--- src/verilog/bom_pkg.sv ---
// shared constants and carrier types for the brownout monitor control block
package bom_pkg;

  // ----------------------------------------------------------------------
  // register indices (byte address is four times the index)
  // ----------------------------------------------------------------------
  localparam logic [3:0] IDX_MODE_CONTROL    = 4'h0;
  localparam logic [3:0] IDX_LEVEL_CONTROL   = 4'h1;
  localparam logic [3:0] IDX_WARN_LEVEL_CTRL = 4'h8;
  localparam logic [3:0] IDX_WARN_IRQ_CTRL   = 4'h9;
  localparam logic [3:0] IDX_WARN_IRQ_FLAGS  = 4'ha;
  localparam logic [3:0] IDX_WARN_STATUS     = 4'hb;

  localparam int ADDR_W = 6;
  localparam int DATA_W = 32;

  // ----------------------------------------------------------------------
  // field positions
  // ----------------------------------------------------------------------
  localparam int POS_SLEEP_MODE   = 0;  // mode_control[1:0]
  localparam int POS_ACTIVE_MODE  = 2;  // mode_control[3:2]
  localparam int POS_SAMPLE_RATE  = 4;  // mode_control[4]
  localparam int POS_TRIP_LEVEL   = 0;  // level_control[2:0]
  localparam int POS_WARN_OFFSET  = 0;  // warning_level_control[1:0]
  localparam int POS_IRQ_ENABLE   = 0;  // warning_interrupt_control[0]
  localparam int POS_EDGE_SEL     = 1;  // warning_interrupt_control[2:1]
  localparam int POS_IRQ_FLAG     = 0;  // warning_interrupt_flags[0]
  localparam int POS_BELOW_STATUS = 0;  // warning_status[0]

  // ----------------------------------------------------------------------
  // reset values of software-owned fields
  // ----------------------------------------------------------------------
  localparam logic [1:0] RST_WARN_OFFSET = 2'h0;
  localparam logic [1:0] RST_EDGE_SEL    = 2'h0;
  localparam logic       RST_IRQ_ENABLE  = 1'b0;
  localparam logic       RST_IRQ_FLAG    = 1'b0;
  localparam logic       RST_BELOW       = 1'b0;

  // ----------------------------------------------------------------------
  // detector modes, edge selects, rates
  // ----------------------------------------------------------------------
  typedef enum logic [1:0] {
    MODE_OFF        = 2'b00,
    MODE_CONTINUOUS = 2'b01,
    MODE_SAMPLED    = 2'b10,
    MODE_CONT_HOLD  = 2'b11
  } bom_mode_e;

  typedef enum logic [1:0] {
    EDGE_FALL_BELOW = 2'b00,
    EDGE_RISE_ABOVE = 2'b01,
    EDGE_ANY        = 2'b10,
    EDGE_RESERVED   = 2'b11
  } bom_edge_e;

  localparam logic RATE_1KHZ  = 1'b0;
  localparam logic RATE_125HZ = 1'b1;

  // ----------------------------------------------------------------------
  // timing: sample periods in microseconds, cycles at 20 MHz
  // ----------------------------------------------------------------------
  localparam int CLK_HZ         = 20_000_000;
  localparam int SAMPLE_FAST_US = 1000;   // 1 kHz
  localparam int SAMPLE_SLOW_US = 8000;   // 125 Hz
  localparam int SAMPLE_FAST_CYC = SAMPLE_FAST_US * (CLK_HZ / 1_000_000);
  localparam int SAMPLE_SLOW_CYC = SAMPLE_SLOW_US * (CLK_HZ / 1_000_000);
  localparam int SAMPLE_CNT_W   = 18;

  // ----------------------------------------------------------------------
  // carrier types
  // ----------------------------------------------------------------------
  typedef struct packed {
    logic       sample_rate;
    logic [1:0] active_mode;
    logic [1:0] sleep_mode;
    logic [2:0] trip_level;
  } bom_fuse_s;

  typedef struct packed {
    logic warn_below;     // warning comparator: supply below warning level
    logic trip_below;     // trip comparator: supply below trip level
    logic ready;          // detector settled and running
  } bom_analog_s;

  typedef struct packed {
    logic       comp_enable;
    logic [2:0] trip_level;
    logic [1:0] warn_offset;
  } bom_analog_ctl_s;

endpackage : bom_pkg

--- src/verilog/bom_sample_timer.sv ---
// sample pulse generator for sampled detector operation
`timescale 1ns/1ps

module bom_sample_timer #(
  parameter int FAST_CYC = bom_pkg::SAMPLE_FAST_CYC,
  parameter int SLOW_CYC = bom_pkg::SAMPLE_SLOW_CYC,
  parameter int CNT_W    = bom_pkg::SAMPLE_CNT_W
) (
  // clock and reset
  input  wire logic sys_clk,
  input  wire logic rst,
  // control
  input  wire logic run,
  input  wire logic rate_sel,
  // result
  output logic      tick
);

  logic [CNT_W-1:0] cnt_r;
  logic [CNT_W-1:0] last_w;
  logic             tick_r;

  // terminal count follows the selected rate
  assign last_w = (rate_sel == bom_pkg::RATE_125HZ) ?
                  CNT_W'(SLOW_CYC - 1) : CNT_W'(FAST_CYC - 1);

  // ----------------------------------------
  // period counter; held at zero while not sampling
  // ----------------------------------------
  always_ff @(posedge sys_clk) begin
    if (rst || !run) begin
      cnt_r  <= '0;
      tick_r <= 1'b0;
    end else if (cnt_r >= last_w) begin
      cnt_r  <= '0;   // >= also recovers after a rate change
      tick_r <= 1'b1;
    end else begin
      cnt_r  <= cnt_r + CNT_W'(1);
      tick_r <= 1'b0;
    end
  end

  assign tick = tick_r;

endmodule // bom_sample_timer

--- src/verilog/bom_ctrl.sv ---
// brownout detector and supply warning monitor control with avalon slave
`timescale 1ns/1ps

// Functional notes
// - sample rate bit: 0 is 1 kHz, 1 is 125 Hz
// - sample rate loaded from fuse, read only
// - active mode codes off, cont, sampled, hold
// - active mode applies in active and idle
// - active mode loaded from fuse, read only
// - sleep mode codes off, cont, sampled; 3 reserved
// - sleep mode loaded from fuse, writable afterwards while config_change_guard is high
// - trip level read only, loaded from fuse
// - warning offset 5, 15, 25 percent; resets zero
// - edge select below, above, or either crossing
// - write 1 enables warning interrupt; resets zero
// - flag set on crossing matching edge select
// - flag only updated while detector enabled
// - status reads 1 while below warning level
// - status meaningful only while detector enabled
// - standby uses sleep mode, wake restores active
// - interrupt held while enable and flag set
module bom_ctrl #(
  parameter int FAST_CYC = bom_pkg::SAMPLE_FAST_CYC,
  parameter int SLOW_CYC = bom_pkg::SAMPLE_SLOW_CYC
) (
  // clock and reset
  input  wire logic                          sys_clk,
  input  wire logic                          rst,
  // avalon-mm slave
  input  wire logic [bom_pkg::ADDR_W-1:0]    avs_address,
  input  wire logic                          avs_read,
  input  wire logic                          avs_write,
  input  wire logic [bom_pkg::DATA_W-1:0]    avs_writedata,
  output logic      [bom_pkg::DATA_W-1:0]    avs_readdata,
  output logic                               avs_waitrequest,
  // boot fuse and system state
  input  wire bom_pkg::bom_fuse_s            fuse_in,
  input  wire logic                          config_change_guard,
  input  wire logic                          deep_sleep,
  // analog comparators
  input  wire bom_pkg::bom_analog_s          analog_in,
  output bom_pkg::bom_analog_ctl_s           analog_ctl,
  // system outputs
  output logic                               brownout_reset,
  output logic                               cpu_hold,
  output logic                               warning_irq
);

  // ----------------------------------------------------------------------
  // state
  // ----------------------------------------------------------------------
  typedef struct packed {
    logic                       fuse_loaded;
    logic                       sample_rate_sel;
    logic [1:0]                 active_mode;
    logic [1:0]                 sleep_mode;
    logic [2:0]                 trip_level_code;
    logic [1:0]                 warning_offset_sel;
    logic [1:0]                 warning_edge_sel;
    logic                       warning_irq_enable;
    logic                       warning_irq_flag;
    logic                       warning_below_status;
    logic                       warn_seen;
    logic                       comp_enable;
    logic                       bor;
    logic                       hold;
    logic                       irq;
    logic                       waitreq;
    logic [bom_pkg::DATA_W-1:0] rdata;
  } bom_state_s;

  bom_state_s state_r;
  bom_state_s state_nxt;
  logic       sample_tick;

  // ----------------------------------------------------------------------
  // helpers
  // ----------------------------------------------------------------------
  // mode that is live in the present power state
  function automatic logic [1:0] live_mode(input logic       in_deep,
                                           input logic [1:0] act,
                                           input logic [1:0] slp);
    // reserved sleep code is treated as off
    if (in_deep) begin
      live_mode = (slp == 2'b11) ? bom_pkg::MODE_OFF : slp;
    end else begin
      live_mode = act;
    end
  endfunction

  // address decode used by both read and write paths
  function automatic logic hit(input logic [bom_pkg::ADDR_W-1:0] a,
                               input logic [3:0]                 idx);
    hit = (a[bom_pkg::ADDR_W-1:2] == idx) && (a[1:0] == 2'b00);
  endfunction

  // ----------------------------------------------------------------------
  // sample period generator
  // ----------------------------------------------------------------------
  logic [1:0] mode_now;
  logic       sampling;

  assign mode_now = live_mode(deep_sleep, state_r.active_mode,
                              state_r.sleep_mode);
  assign sampling = state_r.fuse_loaded &&
                    (mode_now == bom_pkg::MODE_SAMPLED);

  bom_sample_timer #(
    .FAST_CYC (FAST_CYC),
    .SLOW_CYC (SLOW_CYC),
    .CNT_W    (bom_pkg::SAMPLE_CNT_W)
  ) u_timer (
    .sys_clk  (sys_clk),
    .rst      (rst),
    .run      (sampling),
    .rate_sel (state_r.sample_rate_sel),
    .tick     (sample_tick)
  );

  // ----------------------------------------------------------------------
  // next-state logic
  // ----------------------------------------------------------------------
  always_comb begin
    logic       enabled;
    logic       evaluate;
    logic       req;
    logic       accept_wr;
    logic       crossed_down;
    logic       crossed_up;
    logic       match;
    logic       clr_flag;
    logic [7:0] rd8;
    enabled      = 1'b0;
    evaluate     = 1'b0;
    req          = 1'b0;
    accept_wr    = 1'b0;
    crossed_down = 1'b0;
    crossed_up   = 1'b0;
    match        = 1'b0;
    clr_flag     = 1'b0;
    rd8          = 8'h00;
    state_nxt    = state_r;

    // fuse values are caught on the first cycle after reset release
    if (!state_r.fuse_loaded) begin
      state_nxt.fuse_loaded     = 1'b1;
      state_nxt.sample_rate_sel = fuse_in.sample_rate;
      state_nxt.active_mode     = fuse_in.active_mode;
      state_nxt.sleep_mode      = fuse_in.sleep_mode;
      state_nxt.trip_level_code = fuse_in.trip_level;
    end

    // detector live mode and comparator gating
    enabled = state_r.fuse_loaded && (mode_now != bom_pkg::MODE_OFF);
    case (mode_now)
      bom_pkg::MODE_OFF: begin
        state_nxt.comp_enable = 1'b0;
      end
      bom_pkg::MODE_SAMPLED: begin
        state_nxt.comp_enable = sample_tick;
      end
      bom_pkg::MODE_CONTINUOUS,
      bom_pkg::MODE_CONT_HOLD: begin
        state_nxt.comp_enable = state_r.fuse_loaded;
      end
      default: begin
        state_nxt.comp_enable = 1'b0;
      end
    endcase
    // comparators are read only while the enable pulse is out
    evaluate = enabled && state_r.comp_enable;

    // crossing detection against the last evaluated level
    crossed_down = analog_in.warn_below && !state_r.warn_seen;
    crossed_up   = !analog_in.warn_below && state_r.warn_seen;
    case (state_r.warning_edge_sel)
      bom_pkg::EDGE_FALL_BELOW: match = crossed_down;
      bom_pkg::EDGE_RISE_ABOVE: match = crossed_up;
      bom_pkg::EDGE_ANY:        match = crossed_down || crossed_up;
      default:                  match = 1'b0; // reserved code never fires
    endcase
    if (evaluate) begin
      state_nxt.warn_seen            = analog_in.warn_below;
      state_nxt.warning_below_status = analog_in.warn_below;
    end

    // brownout reset only from an evaluated trip comparator
    state_nxt.bor = evaluate && analog_in.trip_below;

    // execution held at wake until the detector reports running
    state_nxt.hold = state_r.fuse_loaded && !deep_sleep &&
                     (state_r.active_mode == bom_pkg::MODE_CONT_HOLD) &&
                     !analog_in.ready;

    // avalon: one wait cycle, then answer for exactly one cycle
    req       = avs_read || avs_write;
    accept_wr = avs_write && !state_r.waitreq;
    state_nxt.waitreq = !(req && state_r.waitreq);
    if (req && state_r.waitreq) begin
      if (hit(avs_address, bom_pkg::IDX_MODE_CONTROL)) begin
        rd8[bom_pkg::POS_SAMPLE_RATE]      = state_r.sample_rate_sel;
        rd8[bom_pkg::POS_ACTIVE_MODE +: 2] = state_r.active_mode;
        rd8[bom_pkg::POS_SLEEP_MODE +: 2]  = state_r.sleep_mode;
      end else if (hit(avs_address, bom_pkg::IDX_LEVEL_CONTROL)) begin
        rd8[bom_pkg::POS_TRIP_LEVEL +: 3]  = state_r.trip_level_code;
      end else if (hit(avs_address, bom_pkg::IDX_WARN_LEVEL_CTRL)) begin
        rd8[bom_pkg::POS_WARN_OFFSET +: 2] = state_r.warning_offset_sel;
      end else if (hit(avs_address, bom_pkg::IDX_WARN_IRQ_CTRL)) begin
        rd8[bom_pkg::POS_IRQ_ENABLE]       = state_r.warning_irq_enable;
        rd8[bom_pkg::POS_EDGE_SEL +: 2]    = state_r.warning_edge_sel;
      end else if (hit(avs_address, bom_pkg::IDX_WARN_IRQ_FLAGS)) begin
        rd8[bom_pkg::POS_IRQ_FLAG]         = state_r.warning_irq_flag;
      end else if (hit(avs_address, bom_pkg::IDX_WARN_STATUS)) begin
        rd8[bom_pkg::POS_BELOW_STATUS]     = state_r.warning_below_status;
      end
      // unmapped addresses read zero
      state_nxt.rdata = {24'h00_0000, rd8};
    end

    // register writes take effect on the accepting edge
    if (accept_wr) begin
      // active mode, rate and trip level ignore writes
      if (hit(avs_address, bom_pkg::IDX_MODE_CONTROL) &&
          config_change_guard) begin
        state_nxt.sleep_mode =
          avs_writedata[bom_pkg::POS_SLEEP_MODE +: 2];
      end
      if (hit(avs_address, bom_pkg::IDX_WARN_LEVEL_CTRL)) begin
        state_nxt.warning_offset_sel =
          avs_writedata[bom_pkg::POS_WARN_OFFSET +: 2];
      end
      if (hit(avs_address, bom_pkg::IDX_WARN_IRQ_CTRL)) begin
        state_nxt.warning_irq_enable =
          avs_writedata[bom_pkg::POS_IRQ_ENABLE];
        state_nxt.warning_edge_sel =
          avs_writedata[bom_pkg::POS_EDGE_SEL +: 2];
      end
      if (hit(avs_address, bom_pkg::IDX_WARN_IRQ_FLAGS)) begin
        clr_flag = avs_writedata[bom_pkg::POS_IRQ_FLAG];
      end
    end

    // flag: set beats clear so an event is never lost
    if (evaluate && match) begin
      state_nxt.warning_irq_flag = 1'b1;
    end else if (clr_flag) begin
      state_nxt.warning_irq_flag = 1'b0;
    end

    // level request, drops only when flag or enable is cleared
    state_nxt.irq = state_nxt.warning_irq_enable &&
                    state_nxt.warning_irq_flag;
  end

  // ----------------------------------------------------------------------
  // state register
  // ----------------------------------------------------------------------
  always_ff @(posedge sys_clk) begin
    if (rst) begin
      state_r                      <= '0;
      state_r.warning_offset_sel   <= bom_pkg::RST_WARN_OFFSET;
      state_r.warning_edge_sel     <= bom_pkg::RST_EDGE_SEL;
      state_r.warning_irq_enable   <= bom_pkg::RST_IRQ_ENABLE;
      state_r.warning_irq_flag     <= bom_pkg::RST_IRQ_FLAG;
      state_r.warning_below_status <= bom_pkg::RST_BELOW;
      state_r.waitreq              <= 1'b1;
    end else begin
      state_r <= state_nxt;
    end
  end

  // ----------------------------------------------------------------------
  // outputs, all straight from the state register
  // ----------------------------------------------------------------------
  assign avs_readdata           = state_r.rdata;
  assign avs_waitrequest        = state_r.waitreq;
  assign analog_ctl = {state_r.comp_enable, state_r.trip_level_code,
                       state_r.warning_offset_sel};
  assign brownout_reset         = state_r.bor;
  assign cpu_hold               = state_r.hold;
  assign warning_irq            = state_r.irq;

endmodule // bom_ctrl

--- config.mk ---
export PLATFORM = sky130hd
export DESIGN_NAME = bom_ctrl
export DESIGN_NICKNAME = d
export VERILOG_FILES = /design/src/verilog/bom_pkg.sv /design/src/verilog/bom_sample_timer.sv /design/src/verilog/bom_ctrl.sv
export SDC_FILE = /design/constraint.sdc
export NUM_CORES = 1
export LEC_CHECK = 0
export BUFFER_PORTS_ARGS = -buffer_cell sky130_fd_sc_hd__buf_2
export CORE_ASPECT_RATIO = 0.6
export CORE_MARGIN = 2
export CORE_UTILIZATION = 49
export DETAILED_ROUTE_END_ITERATION = 7
export GPL_TIMING_DRIVEN = 1
export PLACE_DENSITY = 0.8
export SYNTH_ARGS = -nofsm -noshare
export SYNTH_HDL_FRONTEND = slang
export SYNTH_HIERARCHICAL = 1
export SYNTH_SLANG_ARGS = --single-unit
--- constraint.sdc ---
create_clock -name sys_clk -period 2.7 [get_ports sys_clk]
set_clock_uncertainty 0.05 [all_clocks]
set_input_delay 0.27 -clock sys_clk [delete_from_list [all_inputs] [get_ports sys_clk]]
set_output_delay 0.27 -clock sys_clk [all_outputs]
set_load 0.1 [all_outputs]
# ---- After elaboration in Yosys (flattened, before gate mapping)
# Cells that the tools add are included.
dict set report op_classes {
  mul 0
  n_reduce_logical 39
  muxes 24
  div_mod_pow 0
  order_cmp 1
  bitwise 0
  add_sub_neg 1
  eq_ne 12
  shifts 0
}
# op n
set op_table {}
lappend op_table {{1-bit logical AND} 20}
lappend op_table {{18-bit by 1-bit adder with 18-bit output (second input constant)} 1}
lappend op_table {{18-bit greater-or-equal comparator} 1}
lappend op_table {{18-bit 2-to-1 mux} 1}
lappend op_table {{4-bit equality test (second input constant)} 4}
lappend op_table {{2-bit 2-to-1 mux} 7}
lappend op_table {{1-bit 2-to-1 mux} 11}
lappend op_table {{2-bit equality test (second input constant)} 5}
lappend op_table {{1-bit logical NOT} 7}
lappend op_table {{2-bit logical NOT} 3}
lappend op_table {{3-bit 2-to-1 mux} 2}
lappend op_table {{1-bit one-hot mux with 3 select lines} 2}
lappend op_table {{5-bit 2-to-1 mux} 1}
lappend op_table {{2-bit by 1-bit equality test with 1-bit output (second input constant)} 2}
lappend op_table {{4-bit by 1-bit equality test with 1-bit output (second input constant)} 1}
lappend op_table {{4-bit logical NOT} 1}
lappend op_table {{2-bit AND reduction} 2}
lappend op_table {{2-bit OR reduction} 2}
lappend op_table {{1-bit logical OR} 3}
lappend op_table {{2-bit nonzero test} 1}
dict set report word_totals {
  n_memories 0
  regBits 45
  wordCells 95
  out_inout_bits 42
  mem_bits_ro 0
  ramBits 0
  latch_bits 0
}

# ---- Depth between registers and ports, before layout
# Gate-level depths: netlist of the first run.
dict set report logic_depth {
  word_depth 9
  mapped_depth 8
  ltp_nobuf 7
}

# ---- By module
# Netlist of the first run, hierarchy kept.
# mod instances area_per_inst_um2 cells_per_inst seq_area_each_um2
set modules_own_cells {}
lappend modules_own_cells {bom_ctrl 1 1487.7 170 520.5}
lappend modules_own_cells {bom_sample_timer 1 1047.3 113 380.4}

# ---- Least setup slack after synthesis of the first run
# OpenSTA, ideal clock, no wires.
dict set report synth_timing {
  path_type {register -> register}
  startpoint {register state_r[52] (netlist bit)}
  endpoint {register u_timer.cnt_r[8]}
  required_ns 2.588
  setup_ns 0.062
  arrival_time_ns 1.875
  stages_incl_launch_ff 9
  slack_ns 0.713
  path_buffers 1
  cell_sequence {dfxtp_1 -> inv_1 -> ha_1 -> a211o_1 -> a221o_1 -> nand2_2 -> nand3_4 -> buf_6 -> nor2_2}
}
dict set report synth_between {
  elab_chain_cells 3
}
# item line_no
set synth_lines {}
lappend synth_lines {{start, declared} bom_ctrl.sv:72} ;# bom_state_s state_r;
lappend synth_lines {{start signal, assigned} bom_ctrl.sv:268} ;# state_r <= state_nxt;
lappend synth_lines {{18-bit 2-to-1 mux} bom_sample_timer.sv:24} ;# assign last_w = (rate_sel == bom_pkg::RATE_125HZ) ?
lappend synth_lines {{18-bit greater-or-equal comparator} bom_sample_timer.sv:34} ;# end else if (cnt_r >= last_w) begin
lappend synth_lines {{2-bit OR reduction (no line)} --}
lappend synth_lines {{end signal, assigned} bom_sample_timer.sv:38} ;# cnt_r <= cnt_r + CNT_W'(1);
lappend synth_lines {{end, declared} bom_sample_timer.sv:19} ;# logic [CNT_W-1:0] cnt_r;
# Every way passes these cells.
# A chain may end at the register's enable or synchronous reset.

# ---- Worst setup path in the final report of the first run
dict set report layout_timing {
  startpoint {register state_r[52] (netlist bit)}
  endpoint {register u_timer.cnt_r[14]}
}
# The elaborated chain is that of the path after synthesis.

==> results.md, run 1 <==
- 47 — number of distinct library cells after synthesis
- 0.00138 mm2 — area taken by multi-input logic gates
- 96.9 um — Die Wd
- 40 — I/O Buffers
- 5.20 — ratio of routed vias to standard cells
- 18.4% — global-route usage over all layers
- 0.844 — routability congestion estimate
- 381 — net count of the finished layout
- 0 — Post-CTS Repair Setup Buffers
- sky130_fd_sc_hd__dfxtp_1, sky130_fd_sc_hd__buf_4, sky130_fd_sc_hd__mux2i_1 — dominant cells by area after synthesis
- 35.5% — portion of synthesized cell area occupied by the leading cell type
- 0.904 mW — Int Pwr
- 0 — final count of negative-setup-slack endpoints
- 0.327 mV — Max IR drop VDD
- 45 — clock net sink count
- 0 — number of hold-slack violations in the final timing report
- 5 — number of detailed-routing iterations run before antenna repair
- 0 — total overflow reported by the global router
- 4.02 mm — placed wire-length estimate
- 0 — quantity of hold-fixing buffers added after cts
- 2 — Bufs on Longest Clock Path
- input port to register — worst min-delay path category
- 5 — CTS Buf Count
- 0.00253 mm2 — post-synthesis instance area
- 0 — antenna diode count
- 2.89 ns — CP required
- 5.25 mm — detailed-route wire length
- 0 — Final ANT Viol Nets
- 466 um — Routed met3 length
- 53.2% — remaining max-slew budget at the tightest pin
- 2.07 mm — met2 routed wirelength
- sky130_fd_sc_hd__dfxtp_1, sky130_fd_sc_hd__buf_4, sky130_fd_sc_hd__nor2_1 — most frequent cells after synthesis
- 2 — CTS H-Tree Depth
- 2.55 ns — data arrival time of the critical path
- 0.00503 mm2 — core area
- 143 — Iter 0 DRT Violations
- 0.00578 mm2 — die footprint
- 0 — number of design rule violations left after detail routing
- register — Critical Path Sink Type
- 35.5% — portion of the post-synthesis area used by sequential elements
- 0% — fraction of synthesis flops using an asynchronous set or reset pin
- 87.4% — Final Cycle Share
- register to register — critical path class
- 6 — total of warnings raised by yosys
- 48.2% — relative contribution of sequential cells to total power
- 8.27 mm — wire length of the first global-routing pass
- 13.8 um — routed len/inst
- 21.1% — combinational cell fraction of total power
- 2.36 ns — time the worst path needs with I/O delays and setup
- yes — clock tree from TritonCTS
- register — sort of element at the start of the critical path
- 30.7% — clock share of power
- 480 — number of fillers in the final layout
- 21.6% — ratio of cells with drive above 1 in the final layout
- 0 — total of max-cap violations
- no — setup repair after global routing missed its margin
- sky130_fd_sc_hd__dfxtp_1 — most area-hungry cell type in the Yosys netlist
- 1.10 nW — leakage
- 17 — largest fanout of any net on the critical path
- 50.4% — initial core utilization
- 1,683 — via count of the first global-routing pass
- 2.67 mm — routed metal-1 wire length
- 0.693 ns — Least-Margin Pin Slew
- 27 — pin count of the biggest net entering global routing
- 59.7 um — Die Height
- 97 — IO Count
- 0.00270 mm2 — post-route cell area
- finished clean — result of the run
- 53.7% — final core area utilization
- 424 MHz — maximum achievable frequency
- sky130_fd_sc_hd__dfxtp_1 — library cell with the highest instance count after synthesis
- sky130_fd_sc_hd__dfxtp_1 — commonest register cell after synthesis
- 0 — max-slew violation total from the final report
- 8.96 um2 — synthesized area divided by synthesized cell count
- 901 um2 — sequential cell area
- 0.31 ns — Skew-Pair Late Insertion Delay
- 527 mW/mm2 — total power per unit cell area
- 0.00261 mm2 — Placement Cell Area
- 0 — number of synthesized flops with an enable pin
- 20 — number of core rows
- 0.09 ns — register clock-pin slew on the reported worst setup and hold paths
- met4 — Max Used Layer
- 6.52% — Area growth, synth to finish
- 1,981 — overall via count from detail_route
- 0 — post-CTS sizing
- 36.5% — net switching share of the total power
- 0 — initial antenna violation count
- 0 ns — final setup TNS
- 45 — total of flip-flops plus latches after synthesis
- sky130_fd_sc_hd__clkbuf_8 — Root Buffer
- 283 — Post-Syn Instances
- 0.520 mW — NetSw
-- registers in the layout, indices dropped and copies added (netlist names) --
signal / flops
u_timer/cnt_r: 18
state_r: 11
analog_ctl: 6
avs_readdata: 5
avs_waitrequest: 1
brownout_reset: 1
cpu_hold: 1
u_timer/tick: 1
warning_irq: 1
-- cells in the final DEF (no fill, tap or decap), drive strengths merged, types with 2 or more instances in the layout --
cell	Yosys	layout
nand2	18	18
a22oi	4	4
xor2	7	7
o22ai	3	3
dfxtp	45	45
nor2	38	38
nor4	4	4
nand4	7	7
and3	3	3
nand3	13	13
a21oi	11	11
nand2b	6	6
ha	12	12
xnor2	9	9
clkbuf	3	5
nor2b	3	3
mux2i	16	16
conb	1	27
a211oi	2	2
nor3b	2	2
nor3	6	6
buf	41	42
o21ai	6	6
inv	9	10
-- worst paths after layout --
path                            cells past startpoint       startpoint           endpoint  slack [ns]
worst max-delay path                                7      state_r[52]  u_timer/cnt_r[14]        0.34
worst min-delay path                                2     analog_in[0]           cpu_hold        0.06
worst max register to register                      7      state_r[52]  u_timer/cnt_r[14]        0.34
worst min register to register                      2  avs_readdata[3]    avs_readdata[3]        0.40
-- through the flow --
stage                     instances  hold slack (ns)  total power, mW  worst slack, ns
after global routing            381           0.0627             1.48            0.183
after CTS                       381           0.0645             1.43            0.345
after global placement          373            0.391            0.995            0.452
after detailed placement        373            0.393            0.999            0.374
after floorplan                 309            0.290            0.987            0.713
final                           381           0.0643             1.42            0.341
-- power by group through the flow --
| stage | combinational, mW | clock, mW | sequential, mW |
|---|---|---|---|
| floorplan | 0.281 | 0 | 0.706 |
| global placement | 0.294 | 0 | 0.700 |
| detailed placement | 0.298 | 0 | 0.701 |
| CTS | 0.299 | 0.443 | 0.685 |
| global route | 0.313 | 0.476 | 0.687 |
| finish | 0.301 | 0.438 | 0.686 |
-- kinds of logic after synthesis --
kind of cell | synth area share (%)
AO/OA/AOI/OAI | 7.85
XOR/XNOR | 5.53
adder cells (fa/ha/maj) | 5.92
buffers and inverters | 14.0
flip-flops | 35.5
multiplexers | 7.21
other | 0.148
AND/OR/NAND/NOR | 23.8
-- layer usage --
metal	up-vias	global-route usage, %
met5	-	0
met4	0	3.82
met3	4	5.38
met2	101	24.0
met1	897	29.1
li1	979	-
-- area by class of cell --
| cell class | instances | area share (%) |
|---|---|---|
| Clock buffer | 5 | 2.55 |
| Clock inverter | 3 | 0.788 |
| Inverter | 9 | 1.25 |
| Multi-Input combinational cell | 211 | 51.0 |
| Sequential cell | 45 | 33.4 |
| Tap cell | 66 | 3.06 |
| Timing Repair Buffer | 42 | 7.97 |
-- critical path: stages (launching register included) --
cell and delay (ns):
sky130_fd_sc_hd__dfxtp_1 0.48, sky130_fd_sc_hd__inv_1 0.19, sky130_fd_sc_hd__ha_1 0.34, sky130_fd_sc_hd__a211o_1 0.27, sky130_fd_sc_hd__a221o_1 0.39, sky130_fd_sc_hd__nand2_2 0.12
sky130_fd_sc_hd__nand3_4 0.25, sky130_fd_sc_hd__nor2_1 0.18
Power figures use the tool's default switching activity.
==> run 2, diff against run 1 <==
--- a/config.mk
+++ b/config.mk
@@ -12,6 +12,7 @@
 export DETAILED_ROUTE_END_ITERATION = 7
 export GPL_TIMING_DRIVEN = 1
 export PLACE_DENSITY = 0.8
+export REMOVE_ABC_BUFFERS = 1
 export SYNTH_ARGS = -nofsm -noshare
 export SYNTH_HDL_FRONTEND = slang
 export SYNTH_HIERARCHICAL = 1
==> run 2 against run 1 <==
  * Core utilization fell by 0.30 points
  * Largest cell class unchanged
  * Clock power fell by 8.2%
  * Global-route usage fell by 1.2 points
  * Final area fell by 0.56%
  * Critical path depth did not move
  * Via count fell by 2.3%
  * Sequential share of layout area rose by 0.19 points
  * Sequential power barely moved
  * Die area did not move
  * Count of clock-buffer cells in the layout rose by 1
  * Total power fell by 2.8%
==> results.md, run 2 (synthesized netlist as in run 1, its figures left out) <==
- finished clean — result of the run
- 1.09 nW — leakage, -0.41%
- 21.0% — ratio of cells with drive above 1 in the final layout, -0.57 points
- 0 — antenna diode count, unchanged
- 0 — Post-CTS Repair Setup Buffers, unchanged
- 1,936 — overall via count from detail_route, -2.3%
- 434 MHz — maximum achievable frequency, +2.4%
- 2.30 ns — time the worst path needs with I/O delays and setup, -0.0549 ns
- 0 — quantity of hold-fixing buffers added after cts, unchanged
- 85.3% — Final Cycle Share, -2.0 points
- 59.7 um — Die Height, unchanged
- 50.4% — initial core utilization, unchanged
- 96.9 um — Die Wd, unchanged
- yes — clock tree from TritonCTS
- 0.30 ns — Skew-Pair Late Insertion Delay, about the same
- 0 — total of max-cap violations, unchanged
- sky130_fd_sc_hd__dfxtp_1 — most common cell after layout, fill and taps aside
- 49.2% — remaining max-slew budget at the tightest pin, -3.9 points
- 2.84 ns — CP required, -0.05 ns
- input port to register — worst min-delay path category
- 17 — largest fanout of any net on the critical path, unchanged
- 27 — pin count of the biggest net entering global routing, unchanged
- 516 mW/mm2 — total power per unit cell area, -2.2%
- register — Critical Path Sink Type
- 4 — number of detailed-routing iterations run before antenna repair, -1
- sky130_fd_sc_hd__dfxtp_1, sky130_fd_sc_hd__buf_2, sky130_fd_sc_hd__nor2_1, sky130_fd_sc_hd__conb_1, sky130_fd_sc_hd__nand2_1 — top library cells by usage in the layout, fill and taps aside
- 1,532 — via count of the first global-routing pass, -9.0%
- u_timer/cnt_r — largest register by flop count
- 20 — number of core rows, unchanged
- 5.00 mm — detailed-route wire length, -4.7%
- 2 — CTS H-Tree Depth, unchanged
- 7.65 mm — wire length of the first global-routing pass, -7.4%
- u_timer/cnt_r[15] — Critical R2R Capture
- 0.848 — routability congestion estimate, +0.39%
- 2.44 ns — data arrival time of the critical path, -0.11 ns
- register — sort of element at the start of the critical path
- 0 — max-slew violation total from the final report, unchanged
- state_r[52] — start of the worst register-to-register path
- 40 — I/O Buffers, unchanged
- 13.2 um — routed len/inst, -4.5%
- 0 — Final ANT Viol Nets, unchanged
- 97 — IO Count, unchanged
- 0 — post-CTS sizing, unchanged
- 3.87 mm — placed wire-length estimate, -3.7%
- no — setup repair after global routing missed its margin
- 0.00503 mm2 — core area, unchanged
- sky130_fd_sc_hd__clkbuf_8 — Root Buffer
- 2 — Bufs on Longest Clock Path, unchanged
- register to register — critical path class
- 0.386 ns — pre-CTS setup slack, +0.0119 ns
- 5 — CTS Buf Count, unchanged
- 0.396 ns — Final WS setup, +0.0549 ns
- 0 — final count of negative-setup-slack endpoints, unchanged
- 380 — net count of the finished layout, -0.26%
- 7 — Worst Reg-to-Reg Cells, unchanged
- 0.40 ns — minimum setup slack among reg-to-reg paths, +0.05 ns
- 0 ns — final setup TNS, unchanged
- 0 — number of design rule violations left after detail routing, unchanged
- 45 — clock net sink count, unchanged
- 17.2% — global-route usage over all layers, -1.2 points
- 0 — total overflow reported by the global router, unchanged
- 0.756 ns — Least-Margin Pin Slew, +0.0629 ns
- 18 — number of flip-flops under the largest register name, unchanged
- 0.08 ns — register clock-pin slew on the reported worst setup and hold paths, about the same
- state_r[52] — Critical Path Source
- 5.92% — Area growth, synth to finish
- 0 — initial antenna violation count, unchanged
- 5.09 — ratio of routed vias to standard cells, -2.0%
- 153 — Iter 0 DRT Violations, +7.0%
- 0.00578 mm2 — die footprint, unchanged
- 0 — number of hold-slack violations in the final timing report, unchanged
- 0.263 mV — Max IR drop VDD, -20%
- u_timer/cnt_r[15] — timing endpoint of the critical path
[run 2: worst min-delay path by stage]
| stage | startpoint | end | cells past startpoint |
|---|---|---|---|
| 3_5_place_dp | analog_in[0] | cpu_hold | 2 |
| 5_1_grt | analog_in[0] | cpu_hold | 2 |
| 3_3_place_gp | avs_readdata[3] | avs_readdata[3] | 2 |
| 4_1_cts | analog_in[0] | cpu_hold | 2 |
| 2_1_floorplan | rst | analog_ctl[5] | 1 |
| 6_report | analog_in[0] | cpu_hold | 2 |
[run 2: layer usage]
metal	track usage (%)	part of all wire (%)
met1	27.0	51
met2	21.0	39
met3	5.50	9.1
met4	6.04	1.3
met5	0	0
[run 2: worst max-delay path, stage by stage (launching register included)]
cell                      delay, ns
sky130_fd_sc_hd__dfxtp_1       0.46
sky130_fd_sc_hd__inv_1         0.20
sky130_fd_sc_hd__ha_1          0.35
sky130_fd_sc_hd__nand4_1       0.14
sky130_fd_sc_hd__nor4_2        0.34
sky130_fd_sc_hd__nand4_1       0.23
sky130_fd_sc_hd__nand3_4       0.31
sky130_fd_sc_hd__nor2_1        0.09
[run 2: area by class of cell]
| cell class | count | area, um2 |
|---|---|---|
| Tap cell | 66 | 82.6 |
| Fill cell | 452 | 2340 |
| Clock buffer | 6 | 72.6 |
| Clock inverter | 2 | 10.0 |
| Multi-Input combinational cell | 211 | 1380 |
| Sequential cell | 45 | 901 |
| Timing Repair Buffer | 41 | 208 |
| Inverter | 9 | 33.8 |
[run 2: report_power, final]
| group | total [mW] | internal, mW | switching (mW) | leakage [nW] |
|---|---|---|---|---|
| combinational | 0.295 | 0.0442 | 0.251 | 0.684 |
| sequential | 0.687 | 0.673 | 0.0135 | 0.365 |
| clock | 0.402 | 0.180 | 0.223 | 0.0450 |
| total | 1.38 | 0.897 | 0.487 | 1.09 |
[run 2: through the flow]
stage / hold slack [ns] / utilization [%] / cell area (um2) / instances / power, mW
after global placement: 0.392 / 51.7 / 2600 / 372 / 0.992
final: 0.0780 / 53.4 / 2690 / 380 / 1.38
after CTS: 0.0740 / 53.4 / 2690 / 380 / 1.39
after floorplan: 0.289 / - / 2310 / 265 / 0.942
after global routing: 0.0829 / 53.4 / 2690 / 380 / 1.44
after detailed placement: 0.396 / 51.7 / 2600 / 372 / 0.996
